**config.mk**
```make
export PLATFORM = sky130hd
export DESIGN_NAME = wgrc_top
export DESIGN_NICKNAME = d
export VERILOG_FILES = /design/src/hw/wgrc_pkg.sv /design/src/hw/wgrc_brt_ovr.sv /design/src/hw/wgrc_top.sv
export SDC_FILE = /design/constraint.sdc
export NUM_CORES = 1
export LEC_CHECK = 0
export BUFFER_PORTS_ARGS = -buffer_cell sky130_fd_sc_hd__buf_2
export CAP_MARGIN = 20
export CORE_ASPECT_RATIO = 0.5
export CORE_MARGIN = 1
export CORE_UTILIZATION = 30
export CTS_CLUSTER_SIZE = 24
export DETAILED_ROUTE_END_ITERATION = 10
export GPL_TIMING_DRIVEN = 0
export PLACE_DENSITY = 0.52
export RECOVER_POWER = 25
export SLEW_MARGIN = 20
export SYNTH_ARGS = -nofsm -noshare
export SYNTH_HDL_FRONTEND = slang
export SYNTH_SLANG_ARGS = --single-unit
```
**constraint.sdc**
```tcl
create_clock -name clk -period 2.9 [get_ports clk]
set_input_delay 0.58 -clock clk [delete_from_list [all_inputs] [get_ports clk]]
set_output_delay 0.58 -clock clk [all_outputs]
set_load 0.01 [all_outputs]
```
**src/hw/wgrc_pkg.sv**
```systemverilog
// Operation
// - each sensor override value is six bits; the master writes only 0 to 63
// - an override value is taken only while that sensor's override enable is set
// - with automatic brightness on, a taken value seeds the automatic loop start point
// - command bits 0 to 7 are reserved, ignored, and written as zero
// - bit 8 hands control to the remote master and disables local control
// - bit 9 selects manual mode at zero and automatic mode at one
// - in manual mode bit 10 is a level jog left; never altered at travel end
// - in manual mode bit 11 is a level jog right; never altered at travel end
// - in automatic mode a rising bit 10 lowers the guide point one 0.254 mm step
// - in automatic mode a rising bit 11 raises the guide point one 0.254 mm step
// - automatic steps are momentary; only a zero to one transition steps
// - guide point steps saturate at a limit set by sensor resolution and width
// - brightness word bit 14 enables sensor one override, bit 6 sensor two
// - no brightness setting takes effect unless brightness word bit 15 is set
package wgrc_pkg;
	localparam int WGRC_CMD_W = 16;
	localparam int WGRC_BRT_W = 6;
	localparam int WGRC_GP_W = 16;
	localparam logic [15:0] WGRC_CMD_RST = 16'h0000;
	localparam int WGRC_BIT_REMOTE = 8;
	localparam int WGRC_BIT_AUTO = 9;
	localparam int WGRC_BIT_LEFT = 10;
	localparam int WGRC_BIT_RIGHT = 11;
	localparam int WGRC_BIT_S1_OVR = 14;
	localparam int WGRC_BIT_S2_OVR = 6;
	localparam int WGRC_BIT_LIGHT = 15;
	localparam logic [5:0] WGRC_BRT_MAX = 6'h3f;
	localparam logic [15:0] WGRC_GP_RST = 16'h0000;
	// one step is 0.254 mm; guide point counts in 0.0635 mm units
	localparam logic [15:0] WGRC_GP_STEP = 16'h0004;
	typedef struct packed {
		logic remote;
		logic auto_mode;
		logic jog_left;
		logic jog_right;
	} wgrc_ctrl_t;
	typedef struct packed {
		logic load;
		logic seed;
		logic [5:0] value;
	} wgrc_brt_t;
endpackage

```
**src/hw/wgrc_brt_ovr.sv**
```systemverilog
`timescale 1ns/1ps
module wgrc_brt_ovr
	import wgrc_pkg::*;
(
	input wire logic clk,
	input wire logic rst,
	input wire logic light_enable,
	input wire logic ovr_enable,
	input wire logic auto_on,
	input wire logic wr,
	input wire logic [5:0] wr_value,
	output wgrc_brt_t brt
);
	wgrc_brt_t brt_ff;
	logic take;
	assign take = wr && light_enable && ovr_enable;
	always_ff @(posedge clk) begin
		if (rst) begin
			brt_ff <= '0;
		end else begin
			brt_ff.load <= take && !auto_on;
			brt_ff.seed <= take && auto_on;
			if (take) begin
				// values above 63 cannot be held; the field is six bits
				brt_ff.value <= wr_value;
			end
		end
	end
	assign brt = brt_ff;
	a_ovr_gated: assert property (@(posedge clk) disable iff (rst)
		(wr && !(light_enable && ovr_enable)) |=> !brt.load && !brt.seed)
		else $error("override taken while disabled");
	a_seed_auto: assert property (@(posedge clk) disable iff (rst)
		(take && auto_on) |=> brt.seed && !brt.load && brt.value == $past(wr_value))
		else $error("auto seed missing");
endmodule

```
**src/hw/wgrc_top.sv**
```systemverilog
`timescale 1ns/1ps
module wgrc_top
	import wgrc_pkg::*;
#(
	parameter logic [15:0] GP_MIN = 16'h8000,
	parameter logic [15:0] GP_MAX = 16'h7fff
)
(
	input wire logic clk,
	input wire logic rst,
	input wire logic cmd_wr,
	input wire logic [15:0] cmd_data,
	input wire logic brt_cmd_wr,
	input wire logic [15:0] brt_cmd_data,
	input wire logic auto_brt_s1,
	input wire logic auto_brt_s2,
	input wire logic s1_val_wr,
	input wire logic [5:0] s1_val_data,
	input wire logic s2_val_wr,
	input wire logic [5:0] s2_val_data,
	output wgrc_ctrl_t ctrl,
	output logic local_enable,
	output logic signed [15:0] guide_point,
	output wgrc_brt_t s1_brt,
	output wgrc_brt_t s2_brt
);
	logic [15:0] cmd_ff;
	logic [15:0] brt_cmd_ff;
	logic signed [15:0] gp_ff;
	logic signed [15:0] nxt_gp;
	logic step_dn;
	logic step_up;
	logic signed [16:0] gp_sum;
	// reserved bits 0..7 are stored but steer nothing
	always_ff @(posedge clk) begin
		if (rst) begin
			cmd_ff <= WGRC_CMD_RST;
		end else if (cmd_wr) begin
			cmd_ff <= cmd_data;
		end
	end
	always_ff @(posedge clk) begin
		if (rst) begin
			brt_cmd_ff <= WGRC_CMD_RST;
		end else if (brt_cmd_wr) begin
			brt_cmd_ff <= brt_cmd_data;
		end
	end
	// rising edge against the stored previous word, so a held bit steps once
	assign step_dn = cmd_wr && cmd_data[WGRC_BIT_AUTO] && cmd_data[WGRC_BIT_LEFT]
		&& !cmd_ff[WGRC_BIT_LEFT];
	assign step_up = cmd_wr && cmd_data[WGRC_BIT_AUTO] && cmd_data[WGRC_BIT_RIGHT]
		&& !cmd_ff[WGRC_BIT_RIGHT];
	always_comb begin
		gp_sum = {gp_ff[15], gp_ff};
		if (step_up && !step_dn) begin
			gp_sum = {gp_ff[15], gp_ff} + {1'b0, WGRC_GP_STEP};
		end else if (step_dn && !step_up) begin
			gp_sum = {gp_ff[15], gp_ff} - {1'b0, WGRC_GP_STEP};
		end
		if (gp_sum > $signed({GP_MAX[15], GP_MAX})) begin
			nxt_gp = $signed(GP_MAX);
		end else if (gp_sum < $signed({GP_MIN[15], GP_MIN})) begin
			nxt_gp = $signed(GP_MIN);
		end else begin
			nxt_gp = gp_sum[15:0];
		end
	end
	always_ff @(posedge clk) begin
		if (rst) begin
			gp_ff <= WGRC_GP_RST;
		end else begin
			gp_ff <= nxt_gp;
		end
	end
	assign guide_point = gp_ff;
	// jog bits are levels from the stored word, forced low in automatic mode; travel end never clears them
	always_comb begin
		ctrl.remote = cmd_ff[WGRC_BIT_REMOTE];
		ctrl.auto_mode = cmd_ff[WGRC_BIT_AUTO];
		ctrl.jog_left = !cmd_ff[WGRC_BIT_AUTO] && cmd_ff[WGRC_BIT_LEFT];
		ctrl.jog_right = !cmd_ff[WGRC_BIT_AUTO] && cmd_ff[WGRC_BIT_RIGHT];
	end
	assign local_enable = !cmd_ff[WGRC_BIT_REMOTE];
	wgrc_brt_ovr u_s1 (
		.clk(clk),
		.rst(rst),
		.light_enable(brt_cmd_ff[WGRC_BIT_LIGHT]),
		.ovr_enable(brt_cmd_ff[WGRC_BIT_S1_OVR]),
		.auto_on(auto_brt_s1),
		.wr(s1_val_wr),
		.wr_value(s1_val_data),
		.brt(s1_brt)
	);
	wgrc_brt_ovr u_s2 (
		.clk(clk),
		.rst(rst),
		.light_enable(brt_cmd_ff[WGRC_BIT_LIGHT]),
		.ovr_enable(brt_cmd_ff[WGRC_BIT_S2_OVR]),
		.auto_on(auto_brt_s2),
		.wr(s2_val_wr),
		.wr_value(s2_val_data),
		.brt(s2_brt)
	);
	// reset state; these run without disable so the reset itself is watched
	a_rst_ctrl: assert property (@(posedge clk)
		rst
		|=> ctrl == '0)
		else $error("control not cleared by reset");

	a_rst_local: assert property (@(posedge clk)
		rst
		|=> local_enable)
		else $error("local control not restored by reset");

	a_rst_gp: assert property (@(posedge clk)
		rst
		|=> guide_point == $signed(WGRC_GP_RST))
		else $error("guide point not cleared by reset");

	a_rst_s1_brt: assert property (@(posedge clk)
		rst
		|=> s1_brt == '0)
		else $error("sensor one brightness not cleared by reset");

	a_rst_s2_brt: assert property (@(posedge clk)
		rst
		|=> s2_brt == '0)
		else $error("sensor two brightness not cleared by reset");

	// command word levels
	a_remote_local: assert property (@(posedge clk) disable iff (rst)
		cmd_wr
		|=> local_enable == !$past(cmd_data[WGRC_BIT_REMOTE]) && ctrl.remote == $past(cmd_data[WGRC_BIT_REMOTE]))
		else $error("remote or local control wrong");

	a_local_inverse: assert property (@(posedge clk) disable iff (rst)
		local_enable == !ctrl.remote)
		else $error("local and remote control overlap");

	a_idle_ctrl: assert property (@(posedge clk) disable iff (rst)
		!cmd_wr
		|=> $stable(ctrl) && $stable(local_enable))
		else $error("control changed without a write");

	a_mode_sel: assert property (@(posedge clk) disable iff (rst)
		cmd_wr
		|=> ctrl.auto_mode == $past(cmd_data[WGRC_BIT_AUTO]))
		else $error("guiding mode wrong");

	a_manual_jog: assert property (@(posedge clk) disable iff (rst)
		(cmd_wr && !cmd_data[WGRC_BIT_AUTO])
		|=> ctrl.jog_left == $past(cmd_data[WGRC_BIT_LEFT]) && ctrl.jog_right == $past(cmd_data[WGRC_BIT_RIGHT]))
		else $error("manual jog level wrong");

	a_left_stop: assert property (@(posedge clk) disable iff (rst)
		(cmd_wr && !cmd_data[WGRC_BIT_LEFT])
		|=> !ctrl.jog_left)
		else $error("left jog not stopped");

	a_right_stop: assert property (@(posedge clk) disable iff (rst)
		(cmd_wr && !cmd_data[WGRC_BIT_RIGHT])
		|=> !ctrl.jog_right)
		else $error("right jog not stopped");

	a_auto_no_jog: assert property (@(posedge clk) disable iff (rst)
		ctrl.auto_mode
		|-> !ctrl.jog_left && !ctrl.jog_right)
		else $error("jog running in automatic mode");

	a_reserved_ign: assert property (@(posedge clk) disable iff (rst)
		(cmd_wr && cmd_data[15:8] == cmd_ff[15:8])
		|=> $stable(ctrl) && $stable(guide_point))
		else $error("reserved bits changed behaviour");

	// guide point stepping; a held bit must never step twice
	a_step_up_once: assert property (@(posedge clk) disable iff (rst)
		(step_up && !step_dn && $signed(gp_ff) <= $signed(GP_MAX) - $signed(WGRC_GP_STEP))
		|=> guide_point == $past(gp_ff) + $signed(WGRC_GP_STEP))
		else $error("guide point did not rise one step");

	a_step_dn_once: assert property (@(posedge clk) disable iff (rst)
		(step_dn && !step_up && $signed(gp_ff) >= $signed(GP_MIN) + $signed(WGRC_GP_STEP))
		|=> guide_point == $past(gp_ff) - $signed(WGRC_GP_STEP))
		else $error("guide point did not fall one step");

	a_up_never_falls: assert property (@(posedge clk) disable iff (rst)
		(step_up && !step_dn)
		|=> guide_point >= $past(gp_ff))
		else $error("guide point fell on a raise");

	a_dn_never_rises: assert property (@(posedge clk) disable iff (rst)
		(step_dn && !step_up)
		|=> guide_point <= $past(gp_ff))
		else $error("guide point rose on a lower");

	a_held_no_step: assert property (@(posedge clk) disable iff (rst)
		(!step_up && !step_dn)
		|=> $stable(guide_point))
		else $error("guide point moved without a rising step");

	a_idle_gp: assert property (@(posedge clk) disable iff (rst)
		!cmd_wr
		|=> $stable(guide_point))
		else $error("guide point moved without a write");

	a_manual_no_step: assert property (@(posedge clk) disable iff (rst)
		(cmd_wr && !cmd_data[WGRC_BIT_AUTO])
		|=> $stable(guide_point))
		else $error("guide point stepped in manual mode");

	a_held_up_no_step: assert property (@(posedge clk) disable iff (rst)
		(cmd_wr && cmd_ff[WGRC_BIT_RIGHT] && !(cmd_data[WGRC_BIT_AUTO] && cmd_data[WGRC_BIT_LEFT] && !cmd_ff[WGRC_BIT_LEFT]))
		|=> $stable(guide_point))
		else $error("held raise bit stepped again");

	a_held_dn_no_step: assert property (@(posedge clk) disable iff (rst)
		(cmd_wr && cmd_ff[WGRC_BIT_LEFT] && !(cmd_data[WGRC_BIT_AUTO] && cmd_data[WGRC_BIT_RIGHT] && !cmd_ff[WGRC_BIT_RIGHT]))
		|=> $stable(guide_point))
		else $error("held lower bit stepped again");

	// opposite steps in one write cancel rather than pick a winner
	a_both_no_step: assert property (@(posedge clk) disable iff (rst)
		(step_up && step_dn)
		|=> $stable(guide_point))
		else $error("guide point moved on opposing steps");

	a_gp_limits: assert property (@(posedge clk) disable iff (rst)
		$signed(guide_point) <= $signed(GP_MAX) && $signed(guide_point) >= $signed(GP_MIN))
		else $error("guide point past its limit");

	a_up_sat: assert property (@(posedge clk) disable iff (rst)
		(step_up && !step_dn && $signed(gp_ff) > $signed(GP_MAX) - $signed(WGRC_GP_STEP))
		|=> guide_point == $signed(GP_MAX))
		else $error("raise not truncated to the limit");

	a_dn_sat: assert property (@(posedge clk) disable iff (rst)
		(step_dn && !step_up && $signed(gp_ff) < $signed(GP_MIN) + $signed(WGRC_GP_STEP))
		|=> guide_point == $signed(GP_MIN))
		else $error("lower not truncated to the limit");

	// brightness overrides per sensor
	a_light_gate: assert property (@(posedge clk) disable iff (rst)
		!brt_cmd_ff[WGRC_BIT_LIGHT]
		|=> !s1_brt.load && !s1_brt.seed && !s2_brt.load && !s2_brt.seed)
		else $error("brightness applied without light enable");

	a_brt_cmd_hold: assert property (@(posedge clk) disable iff (rst)
		!brt_cmd_wr
		|=> $stable(brt_cmd_ff))
		else $error("brightness word changed without a write");

	a_s1_load: assert property (@(posedge clk) disable iff (rst)
		(s1_val_wr && brt_cmd_ff[WGRC_BIT_LIGHT] && brt_cmd_ff[WGRC_BIT_S1_OVR] && !auto_brt_s1)
		|=> s1_brt.load && !s1_brt.seed && s1_brt.value == $past(s1_val_data))
		else $error("sensor one override not applied");

	a_s2_load: assert property (@(posedge clk) disable iff (rst)
		(s2_val_wr && brt_cmd_ff[WGRC_BIT_LIGHT] && brt_cmd_ff[WGRC_BIT_S2_OVR] && !auto_brt_s2)
		|=> s2_brt.load && !s2_brt.seed && s2_brt.value == $past(s2_val_data))
		else $error("sensor two override not applied");

	a_s1_seed: assert property (@(posedge clk) disable iff (rst)
		(s1_val_wr && brt_cmd_ff[WGRC_BIT_LIGHT] && brt_cmd_ff[WGRC_BIT_S1_OVR] && auto_brt_s1)
		|=> s1_brt.seed && !s1_brt.load && s1_brt.value == $past(s1_val_data))
		else $error("sensor one seed not applied");

	a_s2_seed: assert property (@(posedge clk) disable iff (rst)
		(s2_val_wr && brt_cmd_ff[WGRC_BIT_LIGHT] && brt_cmd_ff[WGRC_BIT_S2_OVR] && auto_brt_s2)
		|=> s2_brt.seed && !s2_brt.load && s2_brt.value == $past(s2_val_data))
		else $error("sensor two seed not applied");

	a_s1_ovr_off: assert property (@(posedge clk) disable iff (rst)
		(s1_val_wr && !brt_cmd_ff[WGRC_BIT_S1_OVR])
		|=> !s1_brt.load && !s1_brt.seed)
		else $error("sensor one taken without its enable");

	a_s2_ovr_off: assert property (@(posedge clk) disable iff (rst)
		(s2_val_wr && !brt_cmd_ff[WGRC_BIT_S2_OVR])
		|=> !s2_brt.load && !s2_brt.seed)
		else $error("sensor two taken without its enable");

	a_s1_val_hold: assert property (@(posedge clk) disable iff (rst)
		!s1_val_wr
		|=> $stable(s1_brt.value) && !s1_brt.load && !s1_brt.seed)
		else $error("sensor one value moved without a write");

	a_s2_val_hold: assert property (@(posedge clk) disable iff (rst)
		!s2_val_wr
		|=> $stable(s2_brt.value) && !s2_brt.load && !s2_brt.seed)
		else $error("sensor two value moved without a write");

	a_s1_pulse_excl: assert property (@(posedge clk) disable iff (rst)
		!(s1_brt.load && s1_brt.seed))
		else $error("sensor one load and seed together");

	a_s2_pulse_excl: assert property (@(posedge clk) disable iff (rst)
		!(s2_brt.load && s2_brt.seed))
		else $error("sensor two load and seed together");
endmodule

```
# Word level (Yosys, flattened, before mapping)

Cells that the tools add are included.

Magnitude comparators: 2
Reductions and logical operators: 26
Add/sub/neg operators: 2
Multiplexer cells: 4

Operators by type and width:

| cell                                                                               | count |
|---|---|
| 17-bit 2-to-1 mux                                                                  | 2 |
| 16-bit by 4-bit adder with 17-bit output (second input constant)                   | 1 |
| 17-bit by 16-bit greater-than comparator with 1-bit output (second input constant) | 1 |
| 1-bit logical AND                                                                  | 17 |
| 17-bit by 16-bit < comparator with 1-bit output (second input constant)            | 1 |
| 16-bit by 4-bit subtractor with 17-bit output (second input constant)              | 1 |
| 16-bit 2-to-1 mux                                                                  | 1 |
| 15-bit 2-to-1 mux                                                                  | 1 |
| 1-bit zero test                                                                    | 8 |
| 2-bit OR reduction                                                                 | 1 |

Register bits: 60
Input bits: 52
Output and inout bits: 37

# Longest topological paths before layout

Gate-level depths: netlist of run 1.

Depth in word-level cells: 10
Mapped depth: 9

# By module

A second synthesis of run 1 with hierarchy kept.

Cells, all modules: 212
Area total of the unflattened synthesis: 1979.4 um^2

By module, submodules not included:

| module       | area each (um^2) | cells an instance | sequential area each (um^2) | instances |
|---|---|---|---|---|
| wgrc_top     | 1308.8           | 148               | 440.4                       | 1 |
| wgrc_brt_ovr | 335.3            | 32                | 160.2                       | 2 |

# Worst setup path before layout of run 1

No wires, ideal clock.

Path type: input to register
Start point: input cmd_wr
End point: register gp_ff[10] (netlist: guide_point[10])
Buffers on the path: 3
Stages: 9
Data arrival time: 2087 ps
Library setup time: 141 ps
Setup slack: 672 ps
Cell sequence: buf_4 and4b_1 buf_6 nand4_4 or3_1 nor4b_4 nor2_4 buf_12 a21oi_2

Cells in the longest elaborated chain, start to end: 10

RTL lines:

| element                                         | line                           | RTL |
|---|---|---|
| start: declaration                              | wgrc_top.sv:11                 | `input wire logic cmd_wr,` |
| 1-bit logical AND *                             | wgrc_top.sv:50, wgrc_top.sv:52 |  |
| 1-bit logical AND                               | wgrc_top.sv:52                 | `assign step_up = cmd_wr && cmd_data[WGRC_BIT_AUTO] && cmd_data[WGRC_BIT_RIGHT]` |
| 1-bit logical AND                               | wgrc_top.sv:53                 | `&& !cmd_ff[WGRC_BIT_RIGHT];` |
| 1-bit zero test                                 | wgrc_top.sv:58                 | `end else if (step_dn && !step_up) begin` |
| 1-bit logical AND                               | wgrc_top.sv:58                 |  |
| 17-bit 2-to-1 mux                               | wgrc_top.sv:58                 |  |
| 17-bit 2-to-1 mux *                             | wgrc_top.sv:56                 | `if (step_up && !step_dn) begin` |
| 17-bit by 16-bit < comparator with 1-bit output | wgrc_top.sv:63                 | `end else if (gp_sum < $signed({GP_MIN[15], GP_MIN})) begin` |
| 16-bit 2-to-1 mux                               | wgrc_top.sv:63                 |  |
| 15-bit 2-to-1 mux *                             | wgrc_top.sv:61                 | `if (gp_sum > $signed({GP_MAX[15], GP_MAX})) begin` |
| end signal: assignment                          | wgrc_top.sv:73                 | `gp_ff <= nxt_gp;` |
| end: declaration                                | wgrc_top.sv:29                 | `logic signed [15:0] gp_ff;` |

Mark *: on every way between the ends. The rest lies on a longest branch, timed or not.
A chain may end at the register's enable or synchronous reset.

# Final worst setup path of run 1

Start point: register gp_ff[2] (netlist: guide_point[2])
End point: register gp_ff[3] (netlist: guide_point[3])

Cells in the longest elaborated chain, start to end: 6

RTL lines:

| element                                         | line           | RTL |
|---|---|---|
| 16-bit by 4-bit subtractor with 17-bit output   | wgrc_top.sv:59 | `gp_sum = {gp_ff[15], gp_ff} - {1'b0, WGRC_GP_STEP};` |
| 17-bit 2-to-1 mux                               | wgrc_top.sv:58 |  |
| 17-bit 2-to-1 mux *                             | wgrc_top.sv:56 |  |
| 17-bit by 16-bit < comparator with 1-bit output | wgrc_top.sv:63 |  |
| 16-bit 2-to-1 mux                               | wgrc_top.sv:63 |  |
| 15-bit 2-to-1 mux *                             | wgrc_top.sv:61 |  |

Marks and branches as above.

==> results.toml, run 1 <==
[drt]
viasPerCell = 4.73
vias = 1732
drtPass1Iterations = 4
drt_iter0_markers = 56
drc = 0
wl_per_cell_um = 12.4
detail-route-antenna-nets = 0
wirelength_mm = 4.55

[finish]
final_common_cell = "buf_2"
layout_common_cells = "buf_2 (61), dfxtp_1 (38), nor2_1 (23)"
final_nets = 331
final_cell_count_no_fill = 366
drive_above_1_share_pct = 37.4
multi_input_area_um2 = 1080
nFillCells = 663
antenna_cells = 0
areaGrowthSynthToFinish_pct = 28.4
seqCellArea_um2 = 761

[power_and_ir_drop]
vdd_drop_max_v = 0.000197
power_mw = 1.30
p_per_area_nw_per_um2 = 513
p_leak_nw = 1.20

[setup_path]
crit_fanout = 10
rrSetupSlack_ns = 0.74
reg2reg_to = "guide_point[3]$_SDFF_PP0_"
required_ns = 3.12
startpoint_type = "register"
path_class = "register to register"
arrival_ns = 2.37
reg2regPathDepth = 8
end_kind = "register"
r2r_start = "guide_point[2]$_SDFF_PP0_"

[global_routing]
grt_max_degree = 13
grt_antenna_before_repair = 0
grt_remaining_overflow = 0
grt_pass1_vias = 1557
gr-usage-all-layers_pct = 14.1
grt_first_pass_wirelength_mm = 7.25

[hold_path]
holdPathEnd = "u_s2.brt[7]$_SDFF_PP0_"
hold_class = "primary input to register"
min_path_cells = 2
min_from = "auto_brt_s2"

[placed_design]
io_buffers = 61
hpwl_mm = 3.39
gp_congestion = 0.826
dp.cells = 358

[die]
placementRows = 20
io_pins = 89
die_width_um = 117
initial_core_util_pct = 31.8
core_area_um2 = 6210
die-area_um2 = 6920
dieHeight_um = 59.3

[sta]
tightest_slew_ns = 0.642
fin_skew_ns = 0.00297
relSlewSlack_pct = 57.1
period_share_pct = 74.4
min_period_ns = 2.16
fin_tns_setup_ns = 0
drv_slew = 0
clock.fmax_mhz = 464
holdWs_ns = 0.465
setup_viol = 0
rsz0062_at_grt = "false"
hold_viol = 0

[clock_tree]
cts-buffers-inserted = 5
cts_setup_buffers = 0
root_buffer = "clkbuf_16"
clock_path_buffers = 2
ctsResizeCount = 0
clock_latency_ns = 0.28
htreeDepth = 2
cts_sinks = 38
clk_pin_slew_ns = 0.06
hold_buffers = 0
cts_tree = "built"

[synth]
synth_cells = 209
yosys-top-cells-area = "dfxtp_1 (39%), mux2i_1 (10%), a21oi_2 (4.4%)"
yosysWarnings = 0
syn_nets = 263
avgSynthCellArea_um2 = 9.43
synth_cell_types = 47
async_flop_share_pct = 0
syn_area_um2 = 1970
ys_ff_latch = 38
yosysSeqAreaShare_pct = 38.6
synth-edff-count = 0
synth_top_area_share_pct = 38.6
yosys_most_used_dff = "dfxtp_1"
netlist.top_cell.by_area = "dfxtp_1"

[run]
drv_cap = 0

[run_status]
status = "complete, no violations"
-- per-stage QoR --
| stage | area, um^2 | util, % | worst slack [ns] |
|---|---|---|---|
| after floorplan | 1970 | - | 0.672 |
| after global placement | 2390 | 38.4 | 0.485 |
| after detailed placement | 2390 | 38.4 | 0.466 |
| after CTS | 2540 | 40.9 | 0.740 |
| after global routing | 2530 | 40.8 | 0.593 |
| final | 2530 | 40.8 | 0.743 |
-- cell usage after synthesis, drive strengths merged (3+ instances only) --
cell type,count
mux2i,20
xor2,5
nor2,24
nor3,8
nand2,19
nor4,6
dfxtp,38
nand4,4
inv,6
o21ai,6
or3,8
a21oi,15
nand3,11
buf,9
xnor2,3
-- layer usage --
| layer | global-route usage [%] | share of wire (%) | vias up |
|---|---|---|---|
| li1 | - | - | 870 |
| met1 | 17.3 | 46 | 820 |
| met4 | 7.59 | 1.6 | 0 |
| met3 | 3.78 | 4.6 | 7 |
| met2 | 22.9 | 48 | 35 |
| met5 | 0 | 0 | - |
-- critical path, cell delays in order (launching register included) --
cell and delay [ns]:
dfxtp_1 0.46, inv_1 0.11, ha_1 0.23, nand3_1 0.28, nor4_1 0.11, o31ai_2 0.46, buf_6 0.21, nand2_1 0.09
a21oi_4 0.14
-- worst max-delay path by stage --
stage                              startpoint                    endpoint  slack, ns  cells after the start
floorplan                              cmd_wr  guide_point[10]$_SDFF_PP0_       0.67                      9
global placement                       cmd_wr   guide_point[6]$_SDFF_PP0_       0.48                      9
detailed placement                     cmd_wr   guide_point[5]$_SDFF_PP0_       0.47                      9
CTS                 guide_point[2]$_SDFF_PP0_   guide_point[3]$_SDFF_PP0_       0.74                      8
global route        guide_point[2]$_SDFF_PP0_   guide_point[3]$_SDFF_PP0_       0.59                      8
finish              guide_point[2]$_SDFF_PP0_   guide_point[3]$_SDFF_PP0_       0.74                      8
-- final cells by class --
type | instances | share of cell area [%]
flip-flops and latches | 38 | 30.1
plain buffers | 12 | 4.01
clock inverters | 2 | 0.495
well taps | 88 | 4.35
clock buffers | 6 | 5.49
inverters | 6 | 0.890
multi-input cells | 153 | 42.6
repair buffers | 61 | 12.1
-- report_power, final --
part           switching (mW)  internal (mW)  total (mW)
clock                   0.219          0.340       0.560
combinational          0.0946         0.0799       0.175
sequential             0.0232          0.541       0.564
total                   0.337          0.961        1.30
-- flip-flops by register name (all words and copies together) (netlist names) --
name,cells
brt_cmd_ff,3
guide_point,15
u_s1.brt,8
cmd_ff,4
u_s2.brt,8
-- logic make-up after synthesis --
kind of cell,after synthesis,share of synthesized area [%]
AOI/OAI and AO/OA,31,12.1
xor gates and xnor gates,8,3.56
adders and majority gates,2,1.27
buffers and inverters,18,6.67
DFF,38,38.6
muxes,20,10.2
and+or+nand+nor,92,27.6
Note: power is estimated with default switching activity, not from simulation.
==> inputs of run 2 (changes only) <==
==> constraint.sdc (replaced) <==
create_clock -name clk -period 2.01 [get_ports clk]
set_input_delay 0.402 -clock clk [delete_from_list [all_inputs] [get_ports clk]]
set_output_delay 0.402 -clock clk [all_outputs]
set_load 0.01 [all_outputs]
==> run 2 against run 1 <==
  * Sequential power is 45% higher
  * Sequential share of layout area fell by 2.2 points
  * Die area stayed put
  * Wire length grew 15%
  * Critical path depth unchanged
  * Via count grew 4.7%
  * Global-route usage rose by 0.76 points
  * First-iteration DRC count is 29% lower
  * Combinational power up 87%
  * Core utilization grew 4.4 points
  * Clock skew is 0.0061 ns higher
  * Largest cell class unchanged
==> results.toml, run 2 (synthesized netlist as in run 1, its figures left out) <==
[clock_tree]
hold_buffers = 0
root_buffer = "clkbuf_16"
clk_pin_slew_ns = 0.06
clock_latency_ns = 0.29
cts-buffers-inserted = 5
htreeDepth = 2
cts_tree = "built"
clock_path_buffers = 2
cts_sinks = 38

[setup_path]
path_class = "register to register"
rrSetupSlack_ns = 0.02
crit_fanout = 5
startpoint_type = "register"
end_kind = "register"
required_ns = 2.22
arrival_ns = 2.20

[drt]
detail-route-antenna-nets = 0
drtPass1Iterations = 4
wl_per_cell_um = 13.9
viasPerCell = 4.79
drc = 0
drt_iter0_markers = 40
wirelength_mm = 5.26
vias = 1814

[global_routing]
grt_remaining_overflow = 0
grt_first_pass_wirelength_mm = 7.73
grt_max_degree = 14
gr-usage-all-layers_pct = 14.8
grt_antenna_before_repair = 0
grt_pass1_vias = 1666

[die]
io_pins = 89
die_width_um = 117
initial_core_util_pct = 31.8
placementRows = 20
die-area_um2 = 6920
dieHeight_um = 59.3
core_area_um2 = 6210

[finish]
final_common_cell = "buf_2"
final_nets = 344
largest_reg_flops = 15
regMostFlops = "guide_point"
layout_common_cells = "buf_2 (56), dfxtp_1 (26), nor2_1 (22)"
drive_above_1_share_pct = 46.7
areaGrowthSynthToFinish_pct = 42.2
nFillCells = 635
antenna_cells = 0

[sta]
final.setup.worst_slack_ns = 0.0241
period_share_pct = 98.8
drv_slew = 0
clock.fmax_mhz = 504
fin_skew_ns = 0.00908
rsz0062_at_grt = "true"
setup_viol = 0
fin_tns_setup_ns = 0
tightest_slew_ns = 0.674
holdWs_ns = 0.283
min_period_ns = 1.99
relSlewSlack_pct = 54.9
hold_viol = 0

[placed_design]
gp_congestion = 0.838
hpwl_mm = 3.41
io_buffers = 61
dp_slack_ns = -0.188

[power_and_ir_drop]
p_per_area_nw_per_um2 = 781
p_leak_nw = 1.29
vdd_drop_max_v = 0.000406

[run]
drv_cap = 0

[run_status]
status = "complete, no violations"

[hold_path]
hold_class = "primary input to register"
run 2: cell types whose count changed in the layout (fill, tap and decap cells not counted), moves of 3 or more:
cell | before | now
dfxtp_1 | 38 | 26
dfxtp_2 | 0 | 10
clkbuf_1 | 3 | 7
buf_6 | 2 | 6
buf_4 | 5 | 15
buf_2 | 61 | 56
or3_4 | 2 | 5
run 2: per-layer routing:
metal / wire length (um) / vias to the layer above / global-route usage, %
met1: 2330 / 868 / 17.5
met4: 82 / 0 / 6.15
met3: 171 / 10 / 4.91
met5: 0 / - / 0
met2: 2670 / 35 / 25.2
li1: - / 901 / -
run 2: area by class of cell:
type,count,area (um^2),area share (%)
Clock inverter,3,68.8,2.46
Clock buffer,5,125,4.47
Buffer,12,113,4.02
Timing Repair Buffer,74,404,14.4
Multi-Input combinational cell,153,1180,42.0
Sequential cell,38,781,27.9
Tap cell,88,110,3.93
Inverter,6,22.5,0.804
run 2: repair_timing:
| action | 4_1_cts | 5_1_grt |
|---|---|---|
| gates cloned | 0 | 1 |
| resized for setup | 18 | 18 |
| buffers inserted | 10 | 2 |
| pin swaps | 6 | 9 |
| setup endpoints to repair | 13 | 14 |
run 2: worst paths after layout:
kind | depth (start not counted) | end | from
setup / recovery | 8 | guide_point[3]$_SDFF_PP0_ | guide_point[10]$_SDFF_PP0_
hold / removal | 2 | u_s2.brt[7]$_SDFF_PP0_ | auto_brt_s2
setup reg to reg | 8 | guide_point[3]$_SDFF_PP0_ | guide_point[10]$_SDFF_PP0_
hold reg to reg | 2 | guide_point[0]$_SDFFE_PP0P_ | guide_point[0]$_SDFFE_PP0P_
run 2: stage by stage:
stage / std cells / util (%) / instance area, um^2 / power [mW]
after global placement: 358 / 38.5 / 2390 / 1.08
after detailed placement: 358 / 38.5 / 2390 / 1.09
after global routing: 379 / 45.1 / 2800 / 2.28
after CTS: 376 / 43.6 / 2710 / 2.16
after floorplan: 209 / - / 1980 / 1.00
final: 379 / 45.1 / 2800 / 2.19
run 2: power by group:
part           switching [mW]  internal, mW  total, mW
logic                   0.169         0.158      0.327
registers              0.0371         0.782      0.819
clock network           0.327         0.713       1.04
total                   0.533          1.65       2.19
run 2: worst max-delay path: stages (launching register included):
cell and delay (ns):
dfxtp_4 0.38, nand2_2 0.06, or3_4 0.39, or3_4 0.43, buf_4 0.16, o31ai_4 0.10
buf_6 0.19, nand2_2 0.06, a21oi_4 0.13
==> inputs of run 3 (changes only) <==
--- a/config.mk
+++ b/config.mk
@@ -13,7 +13,6 @@
 export CTS_CLUSTER_SIZE = 24
 export DETAILED_ROUTE_END_ITERATION = 10
 export GPL_TIMING_DRIVEN = 0
-export PLACE_DENSITY = 0.52
 export RECOVER_POWER = 25
 export SLEW_MARGIN = 20
 export SYNTH_ARGS = -nofsm -noshare
==> run 3 against run 2 <==
  * Cell area shrank 0.80%
  * Setup slack lost 0.0010 ns
  * Wire length shrank 3.0%
  * Flip-flop and latch count is the same
  * Critical path type unchanged
  * Highest routed layer unchanged
==> results.toml, run 3 (synthesized netlist as in run 1, its figures left out) <==
[die]
initial_core_util_pct = 31.8
io_pins = 89
dieHeight_um = 59.3
core_area_um2 = 6210
die_width_um = 117
placementRows = 20
die-area_um2 = 6920

[setup_path]
crit_buf_inv = 2
end_kind = "register"
crit_fanout = 6
arrival_ns = 2.19
cp_slowest_cell = "or3_4"
rrSetupSlack_ns = 0.02
cp_top_family = "simple AND/OR/NAND/NOR gates"
cp_cell_sequence = "buf_6 -> and4_4 -> nand3_4 -> or3_4 -> nor4b_4 -> nor2_4 -> clkbuf_16 -> a21oi_2"
required_ns = 2.21
startpoint_type = "register"
path_class = "register to register"
max_stage_delay_ns = 0.45

[finish]
largest_reg_flops = 15
final_common_cell = "buf_2"
final_core_util_pct = 44.8
antenna_cells = 0
nFillCells = 626
areaGrowthSynthToFinish_pct = 41.0
layout_common_cells = "buf_2 (56), dfxtp_1 (27), nor2_1 (22)"
final_nets = 348
final_cell_count_no_fill = 382
drive_above_1_share_pct = 45.2
regMostFlops = "guide_point"

[global_routing]
gr-usage-all-layers_pct = 14.4
grt_antenna_before_repair = 0
grt_pass1_vias = 1667
grt_use_met3_pct = 3.27
grt_max_degree = 12
busiest_layer = "met2"
met1_usage_pct = 17.6
grt_remaining_overflow = 0
grt_first_pass_wirelength_mm = 7.65
grt_util_met2_pct = 25.4

[power_and_ir_drop]
vdd_drop_max_v = 0.000326
p_int_mw = 1.55
seq_power_share_pct = 39.8
p_per_area_nw_per_um2 = 740
p_leak_nw = 1.30
switchingPower_mw = 0.505
switching_share_pct = 24.6
power.share.clock_pct = 44.6
p_comb_share_pct = 15.6

[drt]
wirelength_mm = 5.10
drt_iter0_markers = 56
wl_per_cell_um = 13.3
drc = 0
drtPass1Iterations = 4
detail-route-antenna-nets = 0
vias = 1841
viasPerCell = 4.82

[run_status]
status = "complete, no violations"

[placed_design]
dp.cells = 358
io_buffers = 61
hpwl_mm = 3.43
gp_congestion = 0.834

[clock_tree]
root_buffer = "clkbuf_16"
cts-buffers-inserted = 5
hold_buffers = 0
clock_path_buffers = 2
cts_sinks = 38
htreeDepth = 2
clock_latency_ns = 0.28
cts_tree = "built"
clk_pin_slew_ns = 0.06

[sta]
rsz0062_at_grt = "true"
drv_slew = 0
hold_viol = 0
period_share_pct = 98.9
min_period_ns = 1.99
fin_skew_ns = 0.00199
clock.fmax_mhz = 503
relSlewSlack_pct = 56.5
setup_viol = 0
holdWs_ns = 0.295
tightest_slew_ns = 0.651

[run]
drv_cap = 0

[hold_path]
hold_class = "primary input to register"
run 3: power groups by stage:
stage	registers, mW	clock network (mW)	logic (mW)
after floorplan	0.833	0	0.167
after global routing	0.822	0.974	0.350
after CTS	0.816	0.931	0.279
after detailed placement	0.830	0	0.255
final	0.818	0.918	0.321
after global placement	0.829	0	0.250
run 3: metrics by stage:
step | setup slack [ns] | setup TNS, ns | power, mW | area, um^2
after CTS | -0.0241 | -0.169 | 2.03 | 2660
after floorplan | 0.0340 | 0 | 1.00 | 1980
after global placement | -0.166 | -1.48 | 1.08 | 2390
after detailed placement | -0.168 | -1.62 | 1.08 | 2390
after global routing | -0.0787 | -0.663 | 2.15 | 2780
final | 0.0231 | 0 | 2.06 | 2780
run 3: worst reg2reg max path: stages, from the launching register on:
cell	delay, ns
dfxtp_2	0.33
buf_6	0.12
and4_4	0.25
nand3_4	0.11
or3_4	0.45
nor4b_4	0.27
nor2_4	0.11
clkbuf_16	0.18
a21oi_2	0.10
run 3: path summary, 6_finish.rpt:
kind | startpoint | to | cells after the start
setup / recovery | guide_point[4]$_SDFF_PP0_ | guide_point[7]$_SDFF_PP0_ | 8
hold / removal | auto_brt_s1 | u_s1.brt[7]$_SDFF_PP0_ | 2
setup reg to reg | guide_point[4]$_SDFF_PP0_ | guide_point[7]$_SDFF_PP0_ | 8
hold reg to reg | guide_point[0]$_SDFFE_PP0P_ | guide_point[0]$_SDFFE_PP0P_ | 2
run 3: area by class of cell:
cell class              count  area [um^2]  area share (%)
repair buffers             78          444            16.0
well taps                  88          110            3.96
inverters                   6         22.5           0.810
multi-input cells         153         1140            41.1
clock inverters             1         30.0            1.08
flip-flops and latches     38          779            28.1
clock buffers               6          139            5.00
plain buffers              12          113            4.05
run 3: what timing repair did:
action | CTS | global route
setup endpoints to repair | 13 | 14
gates resized for setup | 16 | 9
pin swaps | 6 | 7
gates cloned | 0 | 1
setup buffers | 8 | 8
run 3: routing by layer:
metal / routed length [um] / vias up
met2: 2520 / 52
met4: 64 / 0
met5: 0 / -
met1: 2300 / 872
li1: - / 911
met3: 215 / 6
